[src/hdl/irqdc_pkg.sv]
// Purpose: Shared constants and carriers of the interrupt and DMA request bank
// Assumes: Register index times four is the AXI byte address
// Notes:   Sources are numbered by nibble position over the control registers
package irqdc_pkg;
    // Sizes
    localparam int NSLOT = 12;                   // Control registers
    localparam int NSRC  = 24;                   // Nibble slots, two per register
    localparam int NEXT  = 6;                    // External request inputs
    localparam int NDMA  = 4;                    // DMA channels
    localparam int NST   = 3;                    // Sticky status events
    // Register indices
    localparam logic [7:0] IDX_DMAV0   = 8'h80;
    localparam logic [7:0] IDX_DMAV3   = 8'h83;
    localparam logic [7:0] IDX_CLR     = 8'h88;
    localparam logic [7:0] IDX_DMA_SOFT_REQUEST    = 8'h89;
    localparam logic [7:0] IDX_DMA_BURST_SELECT    = 8'h8A;
    localparam logic [7:0] IDX_MODE_LO = 8'h8C;
    localparam logic [7:0] IDX_MODE_HI = 8'h8D;
    localparam logic [7:0] IDX_STAT    = 8'hA8;
    localparam logic [7:0] IDX_MASK    = 8'hA9;
    localparam logic [7:0] CTL_IDX [NSLOT] = '{8'h90, 8'h91, 8'h92, 8'h93, 8'h95, 8'h96,
                                              8'h97, 8'h99, 8'h9B, 8'h9C, 8'hA0, 8'hA1};
    // Slots with a real source behind them
    localparam logic [NSRC-1:0] SRC_USED = 24'hFDFF7F;
    // Nibble of each external input, and of timer overflow
    localparam int EXT_NIB [NEXT] = '{0, 2, 3, 4, 5, 6};
    localparam int TB_OVF_NIB = 16;
    // Field positions
    localparam int VEC_W    = 6;
    localparam int LVL_W    = 3;
    localparam int FLAG_POS = 3;                 // Flag bit inside a nibble
    localparam int NMI_POS  = 0;                 // Rising-edge enable in low mode byte
    localparam int LE_POS   = 1;                 // Level select of input k at LE_POS+2k
    localparam int EDGE_POS = 2;                 // Polarity of input k at EDGE_POS+2k
    localparam int ST_NMI   = 0;                 // Non-maskable edge seen
    localparam int ST_BADCLR = 1;                // Clear vector matched no source
    localparam int ST_SOFT  = 2;                 // Software DMA request written
    // Reset values and bus answers
    localparam logic [7:0] RST_BYTE   = 8'h00;
    localparam logic [1:0] RESP_OK    = 2'h0;
    localparam logic [1:0] RESP_SLVERR = 2'h2;
    // Request offered to the CPU
    typedef struct packed {
        logic             valid;
        logic [LVL_W-1:0] level;
        logic [VEC_W-1:0] vector;
    } irqdc_cpu_req_t;
    // Requests offered to the DMA engine
    typedef struct packed {
        logic [NDMA-1:0] req;
        logic [NDMA-1:0] burst;
    } irqdc_dma_t;
endpackage : irqdc_pkg

[src/hdl/irqdc_top.sv]
// Purpose: Interrupt request flags, priority levels and DMA request control
// Assumes: All inputs synchronous to aclk; AXI4-Lite slave, 8-bit registers
// Notes:   Contract list below; status/mask pair drives the irq output
//
// Contract
// - Read-only request flag, 3-bit level, zero reset
// - Writing a vector to clear register clears flag
// - Four software DMA request bits, reset zero
// - Four burst bits select burst mode per channel
// - Per input edge or level detection bit
// - Edge polarity bit, rising or falling
// - Optional non-maskable start on rising edge
// - Timer overflow has its own flag and level
`timescale 1ns/100ps
module irqdc_top #(
    parameter logic [5:0] VEC_BASE = 6'h0A       // Vector of slot 0, arbitrary
) (
    // Clock and reset
    input  wire logic                  aclk,
    input  wire logic                  aresetn,
    // AXI4-Lite write
    input  wire logic [11:0]           awaddr,
    input  wire logic [2:0]            awprot,
    input  wire logic                  awvalid,
    output logic                       awready,
    input  wire logic [31:0]           wdata,
    input  wire logic [3:0]            wstrb,
    input  wire logic                  wvalid,
    output logic                       wready,
    output logic [1:0]                 bresp,
    output logic                       bvalid,
    input  wire logic                  bready,
    // AXI4-Lite read
    input  wire logic [11:0]           araddr,
    input  wire logic [2:0]            arprot,
    input  wire logic                  arvalid,
    output logic                       arready,
    output logic [31:0]                rdata,
    output logic [1:0]                 rresp,
    output logic                       rvalid,
    input  wire logic                  rready,
    // Request sources
    input  wire logic [23:0]           src_evt,
    input  wire logic [5:0]            ext_in,
    input  wire logic                  nmi_in,
    // CPU side
    output irqdc_pkg::irqdc_cpu_req_t  cpu_req,
    input  wire logic                  cpu_ack,
    output logic                       nmi_out,
    // DMA side
    output irqdc_pkg::irqdc_dma_t      dma,
    input  wire logic [3:0]            dma_ack,
    // Interrupt
    output logic                       irq
);
    localparam int NSRC = irqdc_pkg::NSRC;

    // Vector owned by a nibble slot
    function automatic logic [5:0] vec_of(input int n);
        vec_of = VEC_BASE + 6'(n);
    endfunction : vec_of

    // Control slot of a register index, NSLOT when none
    function automatic int ctl_slot(input logic [7:0] idx);
        ctl_slot = irqdc_pkg::NSLOT;
        for (int s = 0; s < irqdc_pkg::NSLOT; s++) begin
            if (irqdc_pkg::CTL_IDX[s] == idx) ctl_slot = s;
        end
    endfunction : ctl_slot

    // Bus state
    logic        aw_have_r, aw_have_nxt;         // Write address held
    logic [11:0] aw_addr_r, aw_addr_nxt;
    logic        w_have_r,  w_have_nxt;          // Write data held
    logic [7:0]  w_data_r,  w_data_nxt;
    logic        w_lane_r,  w_lane_nxt;          // Low byte lane enabled
    logic        awready_r, awready_nxt;
    logic        wready_r,  wready_nxt;
    logic        bvalid_r,  bvalid_nxt;
    logic [1:0]  bresp_r,   bresp_nxt;
    logic        arready_r, arready_nxt;
    logic        rvalid_r,  rvalid_nxt;
    logic [1:0]  rresp_r,   rresp_nxt;
    logic [31:0] rdata_r,   rdata_nxt;
    // Core state
    logic [NSRC-1:0]       flag_r, flag_nxt;     // Pending request flags
    logic [NSRC-1:0][2:0]  lvl_r,  lvl_nxt;      // Priority levels
    logic [3:0][5:0]       dmav_r, dmav_nxt;     // DMA start vectors
    logic [3:0]            soft_r, soft_nxt;     // Software DMA requests
    logic [3:0]            burst_r, burst_nxt;   // Burst selects
    logic [5:0]            le_r,   le_nxt;       // Level detection select
    logic [5:0]            pol_r,  pol_nxt;      // Falling edge select
    logic                  nrise_r, nrise_nxt;   // Non-maskable rising enable
    logic [5:0]            ext_prev_r;           // Last input levels
    logic                  nmi_prev_r;
    logic [2:0]            stat_r, stat_nxt;     // Sticky events
    logic [2:0]            mask_r, mask_nxt;
    logic                  irq_r,  irq_nxt;
    logic                  nmi_r,  nmi_nxt;
    irqdc_pkg::irqdc_cpu_req_t cpu_r, cpu_nxt;
    irqdc_pkg::irqdc_dma_t     dma_r, dma_nxt;
    // Decoded strobes
    logic        wr_go;                          // Write performed this cycle
    logic [7:0]  widx;                           // Index of the held write
    logic        wr_en;                          // Write reaches a register

    assign wr_go = aw_have_r && w_have_r && !bvalid_r;
    assign widx  = aw_addr_r[9:2];
    assign wr_en = wr_go && w_lane_r && aw_addr_r[11:10] == 2'h0;

    // Bus handshakes: address and data taken in either order
    always_comb begin
        int          s;
        logic [7:0]  ridx;
        logic        hit;
        s = 0;
        ridx = araddr[9:2];
        hit = 1'b0;
        aw_have_nxt = (aw_have_r && !wr_go) || (awvalid && awready_r);
        aw_addr_nxt = (awvalid && awready_r) ? awaddr : aw_addr_r;
        w_have_nxt  = (w_have_r && !wr_go) || (wvalid && wready_r);
        w_data_nxt  = (wvalid && wready_r) ? wdata[7:0] : w_data_r;
        w_lane_nxt  = (wvalid && wready_r) ? wstrb[0] : w_lane_r;
        awready_nxt = !aw_have_nxt;
        wready_nxt  = !w_have_nxt;
        bvalid_nxt  = wr_go || (bvalid_r && !bready);
        bresp_nxt   = bresp_r;
        // Unmapped write address answers SLVERR
        if (wr_go) begin
            s = ctl_slot(widx);
            hit = aw_addr_r[11:10] == 2'h0 && (s < irqdc_pkg::NSLOT
                  || (widx >= irqdc_pkg::IDX_DMAV0 && widx <= irqdc_pkg::IDX_DMAV3)
                  || widx == irqdc_pkg::IDX_CLR || widx == irqdc_pkg::IDX_DMA_SOFT_REQUEST
                  || widx == irqdc_pkg::IDX_DMA_BURST_SELECT || widx == irqdc_pkg::IDX_MODE_LO
                  || widx == irqdc_pkg::IDX_MODE_HI || widx == irqdc_pkg::IDX_STAT
                  || widx == irqdc_pkg::IDX_MASK);
            bresp_nxt = hit ? irqdc_pkg::RESP_OK : irqdc_pkg::RESP_SLVERR;
        end
        // Read mux; write-only registers read as zero
        rvalid_nxt  = (arvalid && arready_r) || (rvalid_r && !rready);
        arready_nxt = !rvalid_nxt;
        rdata_nxt   = rdata_r;
        rresp_nxt   = rresp_r;
        if (arvalid && arready_r) begin
            rdata_nxt = 32'h0000_0000;
            rresp_nxt = irqdc_pkg::RESP_OK;
            s = ctl_slot(ridx);
            if (araddr[11:10] != 2'h0) begin
                rresp_nxt = irqdc_pkg::RESP_SLVERR;
            end else if (s < irqdc_pkg::NSLOT) begin
                rdata_nxt[7:0] = {flag_r[2*s+1], lvl_r[2*s+1], flag_r[2*s], lvl_r[2*s]};
            end else if (ridx >= irqdc_pkg::IDX_DMAV0 && ridx <= irqdc_pkg::IDX_DMAV3) begin
                rdata_nxt[5:0] = dmav_r[ridx[1:0]];
            end else if (ridx == irqdc_pkg::IDX_DMA_SOFT_REQUEST) begin
                rdata_nxt[3:0] = soft_r;
            end else if (ridx == irqdc_pkg::IDX_DMA_BURST_SELECT) begin
                rdata_nxt[3:0] = burst_r;
            end else if (ridx == irqdc_pkg::IDX_STAT) begin
                rdata_nxt[2:0] = stat_r;
            end else if (ridx == irqdc_pkg::IDX_MASK) begin
                rdata_nxt[2:0] = mask_r;
            end else if (ridx != irqdc_pkg::IDX_CLR && ridx != irqdc_pkg::IDX_MODE_LO
                         && ridx != irqdc_pkg::IDX_MODE_HI) begin
                rresp_nxt = irqdc_pkg::RESP_SLVERR;
            end
        end
    end

    // Bus registers
    always_ff @(posedge aclk) begin
        if (!aresetn) begin
            aw_have_r <= 1'b0;
            aw_addr_r <= 12'h000;
            w_have_r  <= 1'b0;
            w_data_r  <= irqdc_pkg::RST_BYTE;
            w_lane_r  <= 1'b0;
            awready_r <= 1'b0;
            wready_r  <= 1'b0;
            bvalid_r  <= 1'b0;
            bresp_r   <= irqdc_pkg::RESP_OK;
            arready_r <= 1'b0;
            rvalid_r  <= 1'b0;
            rresp_r   <= irqdc_pkg::RESP_OK;
            rdata_r   <= 32'h0000_0000;
        end else begin
            aw_have_r <= aw_have_nxt;
            aw_addr_r <= aw_addr_nxt;
            w_have_r  <= w_have_nxt;
            w_data_r  <= w_data_nxt;
            w_lane_r  <= w_lane_nxt;
            awready_r <= awready_nxt;
            wready_r  <= wready_nxt;
            bvalid_r  <= bvalid_nxt;
            bresp_r   <= bresp_nxt;
            arready_r <= arready_nxt;
            rvalid_r  <= rvalid_nxt;
            rresp_r   <= rresp_nxt;
            rdata_r   <= rdata_nxt;
        end
    end

    // Core: detection, flags, arbitration and DMA requests
    always_comb begin
        logic [NSRC-1:0] set, clr, own;
        logic            clr_hit, nrise, nfall;
        int              s;
        set = '0;
        clr = '0;
        own = '0;
        clr_hit = 1'b0;
        nrise = !nmi_prev_r && nmi_in;
        nfall = nmi_prev_r && !nmi_in;
        s = ctl_slot(widx);
        lvl_nxt = lvl_r;
        dmav_nxt = dmav_r;
        soft_nxt = soft_r;
        burst_nxt = burst_r;
        le_nxt = le_r;
        pol_nxt = pol_r;
        nrise_nxt = nrise_r;
        mask_nxt = mask_r;
        stat_nxt = stat_r;
        // Peripheral pulses; unused slots never set
        set = src_evt & irqdc_pkg::SRC_USED;
        // External inputs: level or selected edge
        for (int k = 0; k < irqdc_pkg::NEXT; k++) begin
            if (le_r[k]) begin
                set[irqdc_pkg::EXT_NIB[k]] = ext_in[k];
            end else if (pol_r[k]) begin
                set[irqdc_pkg::EXT_NIB[k]] = ext_prev_r[k] && !ext_in[k];
            end else begin
                set[irqdc_pkg::EXT_NIB[k]] = !ext_prev_r[k] && ext_in[k];
            end
        end
        // Register writes; flag bits of control registers are not writable
        if (wr_en) begin
            if (s < irqdc_pkg::NSLOT) begin
                lvl_nxt[2*s]   = w_data_r[2:0];
                lvl_nxt[2*s+1] = w_data_r[6:4];
            end
            if (widx >= irqdc_pkg::IDX_DMAV0 && widx <= irqdc_pkg::IDX_DMAV3) begin
                dmav_nxt[widx[1:0]] = w_data_r[5:0];
            end
            if (widx == irqdc_pkg::IDX_DMA_BURST_SELECT) begin
                burst_nxt = w_data_r[3:0];
            end
            if (widx == irqdc_pkg::IDX_MODE_LO || widx == irqdc_pkg::IDX_MODE_HI) begin
                for (int k = 0; k < 3; k++) begin
                    le_nxt[k + (widx[0] ? 3 : 0)]  = w_data_r[irqdc_pkg::LE_POS + 2*k];
                    pol_nxt[k + (widx[0] ? 3 : 0)] = w_data_r[irqdc_pkg::EDGE_POS + 2*k];
                end
                if (!widx[0]) nrise_nxt = w_data_r[irqdc_pkg::NMI_POS];
            end
            if (widx == irqdc_pkg::IDX_MASK) mask_nxt = w_data_r[2:0];
            // Clear vector: drop the flag that owns it
            if (widx == irqdc_pkg::IDX_CLR) begin
                for (int n = 0; n < NSRC; n++) begin
                    if (irqdc_pkg::SRC_USED[n] && w_data_r[5:0] == vec_of(n)) begin
                        clr[n] = 1'b1;
                        clr_hit = 1'b1;
                    end
                end
            end
        end
        // Sources claimed by a DMA channel are cleared by its acknowledge
        for (int c = 0; c < irqdc_pkg::NDMA; c++) begin
            for (int n = 0; n < NSRC; n++) begin
                if (dmav_r[c] != 6'h00 && dmav_r[c] == vec_of(n)) begin
                    own[n] = 1'b1;
                    if (dma_ack[c]) clr[n] = 1'b1;
                end
            end
        end
        // CPU acknowledge clears the vector it was offered
        if (cpu_ack && cpu_r.valid) begin
            for (int n = 0; n < NSRC; n++) begin
                if (cpu_r.vector == vec_of(n)) clr[n] = 1'b1;
            end
        end
        // A new event wins over any clear in the same cycle
        flag_nxt = (flag_r & ~clr) | set;
        // Software requests: acknowledge clears, a written one wins
        soft_nxt = soft_r & ~dma_ack;
        if (wr_en && widx == irqdc_pkg::IDX_DMA_SOFT_REQUEST) begin
            soft_nxt = soft_nxt | w_data_r[3:0];
        end
        // DMA outputs: software bit or the claimed source pending
        for (int c = 0; c < irqdc_pkg::NDMA; c++) begin
            dma_nxt.req[c] = soft_r[c];
            for (int n = 0; n < NSRC; n++) begin
                if (dmav_r[c] != 6'h00 && dmav_r[c] == vec_of(n) && flag_r[n]) begin
                    dma_nxt.req[c] = 1'b1;
                end
            end
        end
        dma_nxt.burst = burst_r;
        // Highest level wins, lowest slot on a tie; level zero is masked
        cpu_nxt = '0;
        for (int n = 0; n < NSRC; n++) begin
            if (flag_r[n] && !own[n] && lvl_r[n] != 3'h0 && lvl_r[n] > cpu_nxt.level) begin
                cpu_nxt.valid  = 1'b1;
                cpu_nxt.level  = lvl_r[n];
                cpu_nxt.vector = vec_of(n);
            end
        end
        // Non-maskable: falling edge always, rising when enabled
        nmi_nxt = nfall || (nrise && nrise_r);
        // Sticky events; write one to clear, a new event wins
        if (wr_en && widx == irqdc_pkg::IDX_STAT) stat_nxt = stat_r & ~w_data_r[2:0];
        if (nmi_nxt) stat_nxt[irqdc_pkg::ST_NMI] = 1'b1;
        if (wr_en && widx == irqdc_pkg::IDX_CLR && !clr_hit) begin
            stat_nxt[irqdc_pkg::ST_BADCLR] = 1'b1;
        end
        if (wr_en && widx == irqdc_pkg::IDX_DMA_SOFT_REQUEST && w_data_r[3:0] != 4'h0) begin
            stat_nxt[irqdc_pkg::ST_SOFT] = 1'b1;
        end
        irq_nxt = |(stat_nxt & mask_nxt);
    end

    // Core registers; input history is plain sampling of synchronous pins
    always_ff @(posedge aclk) begin
        if (!aresetn) begin
            flag_r     <= '0;
            lvl_r      <= '0;
            dmav_r     <= '0;
            soft_r     <= 4'h0;
            burst_r    <= 4'h0;
            le_r       <= 6'h00;
            pol_r      <= 6'h00;
            nrise_r    <= 1'b0;
            ext_prev_r <= 6'h00;
            nmi_prev_r <= 1'b0;
            stat_r     <= 3'h0;
            mask_r     <= 3'h0;
            irq_r      <= 1'b0;
            nmi_r      <= 1'b0;
            cpu_r      <= '0;
            dma_r      <= '0;
        end else begin
            flag_r     <= flag_nxt;
            lvl_r      <= lvl_nxt;
            dmav_r     <= dmav_nxt;
            soft_r     <= soft_nxt;
            burst_r    <= burst_nxt;
            le_r       <= le_nxt;
            pol_r      <= pol_nxt;
            nrise_r    <= nrise_nxt;
            ext_prev_r <= ext_in;
            nmi_prev_r <= nmi_in;
            stat_r     <= stat_nxt;
            mask_r     <= mask_nxt;
            irq_r      <= irq_nxt;
            nmi_r      <= nmi_nxt;
            cpu_r      <= cpu_nxt;
            dma_r      <= dma_nxt;
        end
    end

    // Outputs straight from flops
    assign awready = awready_r;
    assign wready  = wready_r;
    assign bvalid  = bvalid_r;
    assign bresp   = bresp_r;
    assign arready = arready_r;
    assign rvalid  = rvalid_r;
    assign rresp   = rresp_r;
    assign rdata   = rdata_r;
    assign cpu_req = cpu_r;
    assign dma     = dma_r;
    assign nmi_out = nmi_r;
    assign irq     = irq_r;
endmodule : irqdc_top

[config.mk]
export PLATFORM = sky130hd
export DESIGN_NAME = irqdc_top
export DESIGN_NICKNAME = d
export VERILOG_FILES = /design/src/hdl/irqdc_pkg.sv /design/src/hdl/irqdc_top.sv
export SDC_FILE = /design/constraint.sdc
export NUM_CORES = 1
export LEC_CHECK = 0
export BUFFER_PORTS_ARGS = -buffer_cell sky130_fd_sc_hd__clkbuf_2
export CAP_MARGIN = 20
export CORE_UTILIZATION = 55
export DETAILED_ROUTE_END_ITERATION = 10
export PLACE_DENSITY = 0.81
export SLEW_MARGIN = 20
export SYNTH_ARGS = -nofsm -noshare
export SYNTH_HDL_FRONTEND = slang
export SYNTH_SLANG_ARGS = --single-unit
[constraint.sdc]
create_clock -name aclk -period 37.9 [get_ports aclk]
set_clock_uncertainty 0.2 [all_clocks]
set_input_delay 3.79 -clock aclk [delete_from_list [all_inputs] [get_ports aclk]]
set_output_delay 3.79 -clock aclk [all_outputs]
set_load 0.02 [all_outputs]
==> impl_metrics.toml, run 1 <==
[outcome]
status = "complete, no violations"

[worst_setup_path]
most_used_cell_along_the_critical_path = "nor2_1"
cp_slowest_cell = "or4_1"
critical_path_class = "reg -> reg"
peak_fanout_along_the_critical_path = 13
critical_path.max_stage_delay_ns = 0.78
worst_r2r_startpoint = "dmav_r[21]$_SDFFE_PN0P_"
worst-endpoint-arrival_ns = 35.02
startpoint_class = "flip-flop"
crit_path_end_kind = "flip-flop"
worstSetupStartpoint = "dmav_r[21]$_SDFFE_PN0P_"
critPathRequiredTime_ns = 38.12

[timing]
final_max_slew_viol_count = 0
setup_viol = 0
fin_crit_sh_pct = 91.8
max-slew-margin-rel_pct = 17.5
tightest_slew_ns = 1.24
tns_ns = 0
period_needed_ns = 34.80
maxClockFrequency_mhz = 28.7
timing_hold_violations_final = 0
unrepaired_setup_endpoints_after_global_routing = "false"

[drt]
ant_nets = 0
routed_via_density = 6.84
wirelength_mm = 62.4
detailedRoute.firstIterationViolations = 2193
first_pass_iters = 9
route.vias.total = 17200
routedWlPerCell_um = 24.8
post-route-drc-count = 0

[clocking]
clk_path_buf_depth = 3
post_cts_resized = 0
cts_root_buf = "clkbuf_16"
cts.clk_slew.worst_paths_ns = 0.06
cts_htree_levels = 1
cts-hold-fix-buffers = 0
cts.sink_count = 209
cts_setup_buffers = 0
cts_buffers = 24
clock_latency_on_the_worst_skew_pair_ns = 0.56
tritoncts_clock_tree = "yes"

[pwr]
vdd.ir_drop.worst_mv = 0.0369
leakagePower_nw = 6.15
power.density_nw_per_um2 = 30.7

[die]
num_io_pins = 170
initial_core_utilization_pct = 56.4
die_y_um = 171
core-area_um2 = 28000
die-area_um2 = 29400
floorplan.die.width_um = 171
num_rows = 61

[layout]
most-common-layout-cells = "nor2_1 (279), nand2_1 (218), dfxtp_1 (209)"
finish.net_count = 2255
final_common_cell = "nor2_1"
finalInstanceArea_um2 = 17300
final_cells = 2513
post_route_cells_drive_above_1_share_pct = 11.5
fill_cells = 2511
synthToLayoutAreaGrowth_pct = 9.32

[yosys]
synth_area_leaders = "dfxtp_1 (27%), mux2i_1 (8.1%), nor2_1 (6.6%)"
netlist_instances = 2088
fraction_of_post_synthesis_cell_area_in_the_top_cell_type_by_area_pct = 26.5
synth_area_leader_cell = "dfxtp_1"
synth.lib_cells_used.distinct = 111
synth_flop_cell = "dfxtp_1"
synth_edf_count = 0
synthesis.area_per_instance_um2 = 7.56
ff_latch_count_synth = 209
netlist_area_um2 = 15800
synth_sequential_area_ratio_pct = 26.5
async_reset_ff_share_pct = 0
yosys_warnings = 0

[flow_run]
timing.max_cap.violations = 0

[global_routing]
wire_length_of_the_first_global_routing_pass_mm = 93.6
groute.usage.overall_pct = 42.1
grt_pass1_vias = 15800
grt-ovfl-total = 0
antenna_found_initial = 2
pin_count_of_the_biggest_net_entering_global_routing = 63

[place]
buffer_ports.inserted = 97
place.gp.congestion = 1.06
placed_cell_area_um2 = 16400
detailed_place_hpwl_mm = 45.8
placedCellCount = 2469

[worst_hold_path]
timing.hold.worst.class = "reg -> reg"
hp-start = "aw_addr_r[11]$_SDFFE_PN0P_"
[state kept, by name, indices dropped and copies added, names as in the netlist, 7 cells and up]
signal     flops
lvl_r         72
dmav_r        24
cpu_req       10
rdata          8
flag_r        24
dma            8
aw_addr_r     10
w_data_r       7
[metal layers]
metal	GRT usage (%)	part of all wire [%]	vias up
li1	-	-	7683
met1	56.0	40	8075
met2	61.9	42	1190
met3	11.5	12	228
met4	21.3	5.8	2
met5	0	0.021	-
[stage by stage]
step	util (%)	power (W)	setup WS, ns	hold WS (ns)
2_1_floorplan	-	0.000258	7.73	0.236
3_3_place_gp	58.4	0.000271	5.12	0.245
3_5_place_dp	58.4	0.000272	4.12	0.250
4_1_cts	61.6	0.000529	3.81	0.260
5_1_grt	61.6	0.000542	0.848	0.307
6_report	61.6	0.000530	3.10	0.260
[critical path: cells and delay by family (launching register included)]
family	cells	cell delay [ns]
AOI/OAI and AO/OA	63	13.18
adders and majority gates	26	7.55
buffers and inverters	5	0.64
DFF	1	0.69
muxes	9	2.96
and+or+nand+nor	53	9.44
[path summary, 6_finish.rpt]
check | to | slack, ns | cells past startpoint
setup reg to reg | cpu_req[6]$_SDFF_PN0_ | 3.10 | 156
setup / recovery | cpu_req[6]$_SDFF_PN0_ | 3.10 | 156
hold reg to reg | aw_addr_r[11]$_SDFFE_PN0P_ | 0.26 | 2
hold / removal | aw_addr_r[11]$_SDFFE_PN0P_ | 0.26 | 2
[power breakdown]
group          leakage, nW  internal [W]  switching [W]
clock                0.432      0.000157       0.000103
sequential            1.70      0.000223      0.0000105
combinational         4.02     0.0000111      0.0000240
total                 6.15      0.000392       0.000138
[final cells by class]
class | instances | area [µm²] | area share, %
Multi-Input combinational cell | 1689 | 10800 | 62.3
Sequential cell | 209 | 4180 | 24.2
Timing Repair Buffer | 126 | 703 | 4.07
Clock buffer | 27 | 642 | 3.72
Tap cell | 378 | 473 | 2.74
Inverter | 67 | 253 | 1.46
Clock inverter | 16 | 243 | 1.41
Antenna cell | 1 | 2.50 | 0.0145
[synth_stat cells (11+ instances only)]
cell type  count
o21ai_0       77
o211ai_1      29
o22ai_1       11
nor4_1        16
a21oi_1      106
dfxtp_1      209
a22o_1        14
o21a_1        37
nor2b_1       61
nand3_1       61
nand2_1      218
nor3_1        53
a22oi_1       38
or3_1         11
mux2i_1      128
a32oi_1       20
a31oi_1       48
inv_1         66
a221oi_1      13
a211oi_1      28
and2_1        46
nor2_1       279
clkbuf_1      95
nand3b_1      14
buf_4         28
nand4_1       20
ha_1          29
and3_1        19
nand2b_1      34
or2_2         17
a21boi_0      20
[logic make-up (layout without fill, tap and decap cells)]
group,count (synthesis),in the layout,share of synthesized area (%)
other,1,27,0.0238
XOR/XNOR,2,2,0.111
adder cells (fa/ha/maj),34,34,2.62
AO/OA/AOI/OAI,578,578,26.5
buffers and inverters,215,236,6.16
flip-flops,209,209,26.5
AND/OR/NAND/NOR,903,903,28.2
multiplexers,146,146,9.88
No activity file was read; power rests on OpenSTA's default activity.
==> run 2, diff against run 1 <==
BUFFER_PORTS_ARGS = -buffer_cell sky130_fd_sc_hd__buf_2   (was -buffer_cell sky130_fd_sc_hd__clkbuf_2)
==> run 2 against run 1 <==
  * Wire length shrank 1.6%
  * Critical endpoint unchanged
  * Critical path type unchanged
  * Flip-flop and latch count did not move
  * Largest cell class unchanged
  * Die area unchanged
  * Final cell count shrank 0.24%
==> impl_metrics.toml, run 2 (same netlist as run 1, synthesis figures left out) <==
[worst_setup_path]
worst-endpoint-arrival_ns = 34.78
critical_path_class = "reg -> reg"
crit_path_end_kind = "flip-flop"
startpoint_class = "flip-flop"
worstSetupStartpoint = "dmav_r[3]$_SDFFE_PN0P_"
peak_fanout_along_the_critical_path = 18
reg2reg_depth = 154
critPathRequiredTime_ns = 38.11
worst_r2r_startpoint = "dmav_r[3]$_SDFFE_PN0P_"
number_of_buffers_and_inverters_on_the_critical_path = 5
most_used_cell_along_the_critical_path = "nor2_1"
cp_slowest_cell = "dfxtp_1"
critical_path.max_stage_delay_ns = 0.79
path_delay_family = "compound AO/OA/AOI/OAI gates"
worst-r2r-setup-slack_ns = 3.34
r2r-end = "cpu_req[6]$_SDFF_PN0_"

[flow_run]
timing.max_cap.violations = 0

[timing]
unrepaired_setup_endpoints_after_global_routing = "false"
fin_crit_sh_pct = 91.2
setup_viol = 0
timing_hold_violations_final = 0
final_max_slew_viol_count = 0
max-slew-margin-rel_pct = 17.2
tightest_slew_ns = 1.24
fin_worst_hold_slack_ns = 0.259
maxClockFrequency_mhz = 28.9
tns_ns = 0
period_needed_ns = 34.56

[die]
die-area_um2 = 29400
num_io_pins = 170
initial_core_utilization_pct = 56.4
core-area_um2 = 28000
num_rows = 61
floorplan.die.width_um = 171
die_y_um = 171

[layout]
synthToLayoutAreaGrowth_pct = 8.42
post_route_cells_drive_above_1_share_pct = 11.0
largest_register_ffs = 72
fill_cells = 2565
antenna_cells = 0
final_common_cell = "nor2_1"
postLayoutCoreUtil_pct = 61.1
most-common-layout-cells = "nor2_1 (279), nand2_1 (218), dfxtp_1 (209)"
layout_top_registers = "lvl_r (72), dmav_r (24), flag_r (24)"
finish.net_count = 2252
max_flop_register = "lvl_r"

[clocking]
cts_buffers = 23
cts.sink_count = 209
tritoncts_clock_tree = "yes"
cts-hold-fix-buffers = 0
cts_root_buf = "clkbuf_16"
cts.clk_slew.worst_paths_ns = 0.06
cts_htree_levels = 1
cts_setup_buffers = 0
clk_path_buf_depth = 3
clock_latency_on_the_worst_skew_pair_ns = 0.54
post_cts_resized = 0

[drt]
routed-wl-met3_mm = 7.42
m1WireLength_mm = 24.9
wl_met2_mm = 25.5
detailedRoute.firstIterationViolations = 2302
wirelength_mm = 61.4
ant_nets = 0
first_pass_iters = 6
route.vias.total = 17000
topRoutingLayerUsed = "met4"
routedWlPerCell_um = 24.5
routed_via_density = 6.77
post-route-drc-count = 0

[pwr]
leakagePower_nw = 6.09
vdd.ir_drop.worst_mv = 0.0373
power.density_nw_per_um2 = 29.0

[global_routing]
groute.usage.overall_pct = 41.6
wire_length_of_the_first_global_routing_pass_mm = 93.0
grt-ovfl-total = 0
grt_pass1_vias = 15700
pin_count_of_the_biggest_net_entering_global_routing = 65
antenna_found_initial = 0

[worst_hold_path]
hp-start = "aw_addr_r[11]$_SDFFE_PN0P_"
hold_end = "aw_addr_r[11]$_SDFFE_PN0P_"
worst_hold_path_depth = 2
timing.hold.worst.class = "reg -> reg"

[place]
detailed_place_hpwl_mm = 45.2
place.gp.congestion = 1.06
buffer_ports.inserted = 97

[outcome]
status = "complete, no violations"
[run 2: worst reg2reg max path, delay by kind of cell, from the launching register on]
kind                       cells  cell delay (ns)
AOI/OAI and AO/OA             61            13.01
adders and majority gates     26             7.60
buffers and inverters          5             0.62
DFF                            1             0.79
muxes                          9             2.94
and+or+nand+nor               53             9.30
[run 2: report_power, final]
| part | leakage [nW] | switching (W) | internal, W |
|---|---|---|---|
| logic | 4.03 | 0.0000251 | 0.0000112 |
| clock network | 0.372 | 0.0000921 | 0.000135 |
| registers | 1.70 | 0.00000917 | 0.000224 |
[run 2: how the worst max path moves through the flow]
stage / slack [ns] / cells past startpoint / endpoint
after floorplan: 7.73 / 154 / cpu_req[6]$_SDFF_PN0_
after global placement: 4.85 / 154 / cpu_req[6]$_SDFF_PN0_
after detailed placement: 3.99 / 154 / cpu_req[6]$_SDFF_PN0_
after CTS: 3.85 / 154 / cpu_req[6]$_SDFF_PN0_
after global routing: 0.97 / 154 / cpu_req[6]$_SDFF_PN0_
final: 3.34 / 154 / cpu_req[6]$_SDFF_PN0_
[run 2: per-stage QoR]
stage / setup WS [ns] / total power, W / std cells / cell area [µm²]
5_1_grt: 0.967 / 0.000508 / 2507 / 17100
4_1_cts: 3.85 / 0.000496 / 2507 / 17100
3_3_place_gp: 4.85 / 0.000271 / 2467 / 16300
3_5_place_dp: 3.99 / 0.000271 / 2467 / 16300
2_1_floorplan: 7.73 / 0.000258 / 2113 / 15900
6_report: 3.34 / 0.000496 / 2507 / 17100
[run 2: per-layer routing]
layer	up-vias	GRT usage, %
met5	-	0
met4	0	21.4
met1	8000	54.8
met3	217	11.0
met2	1092	62.2
li1	7668	-
[run 2: final cells by class]
cell class,count,area [µm²],area share [%]
inverter,67,253,1.48
clock inverter,3,57.6,0.336
multi-input combinational,1689,10800,62.8
tap,378,473,2.76
timing repair buffer,124,688,4.02
clock buffer,37,708,4.14
sequential,209,4180,24.4
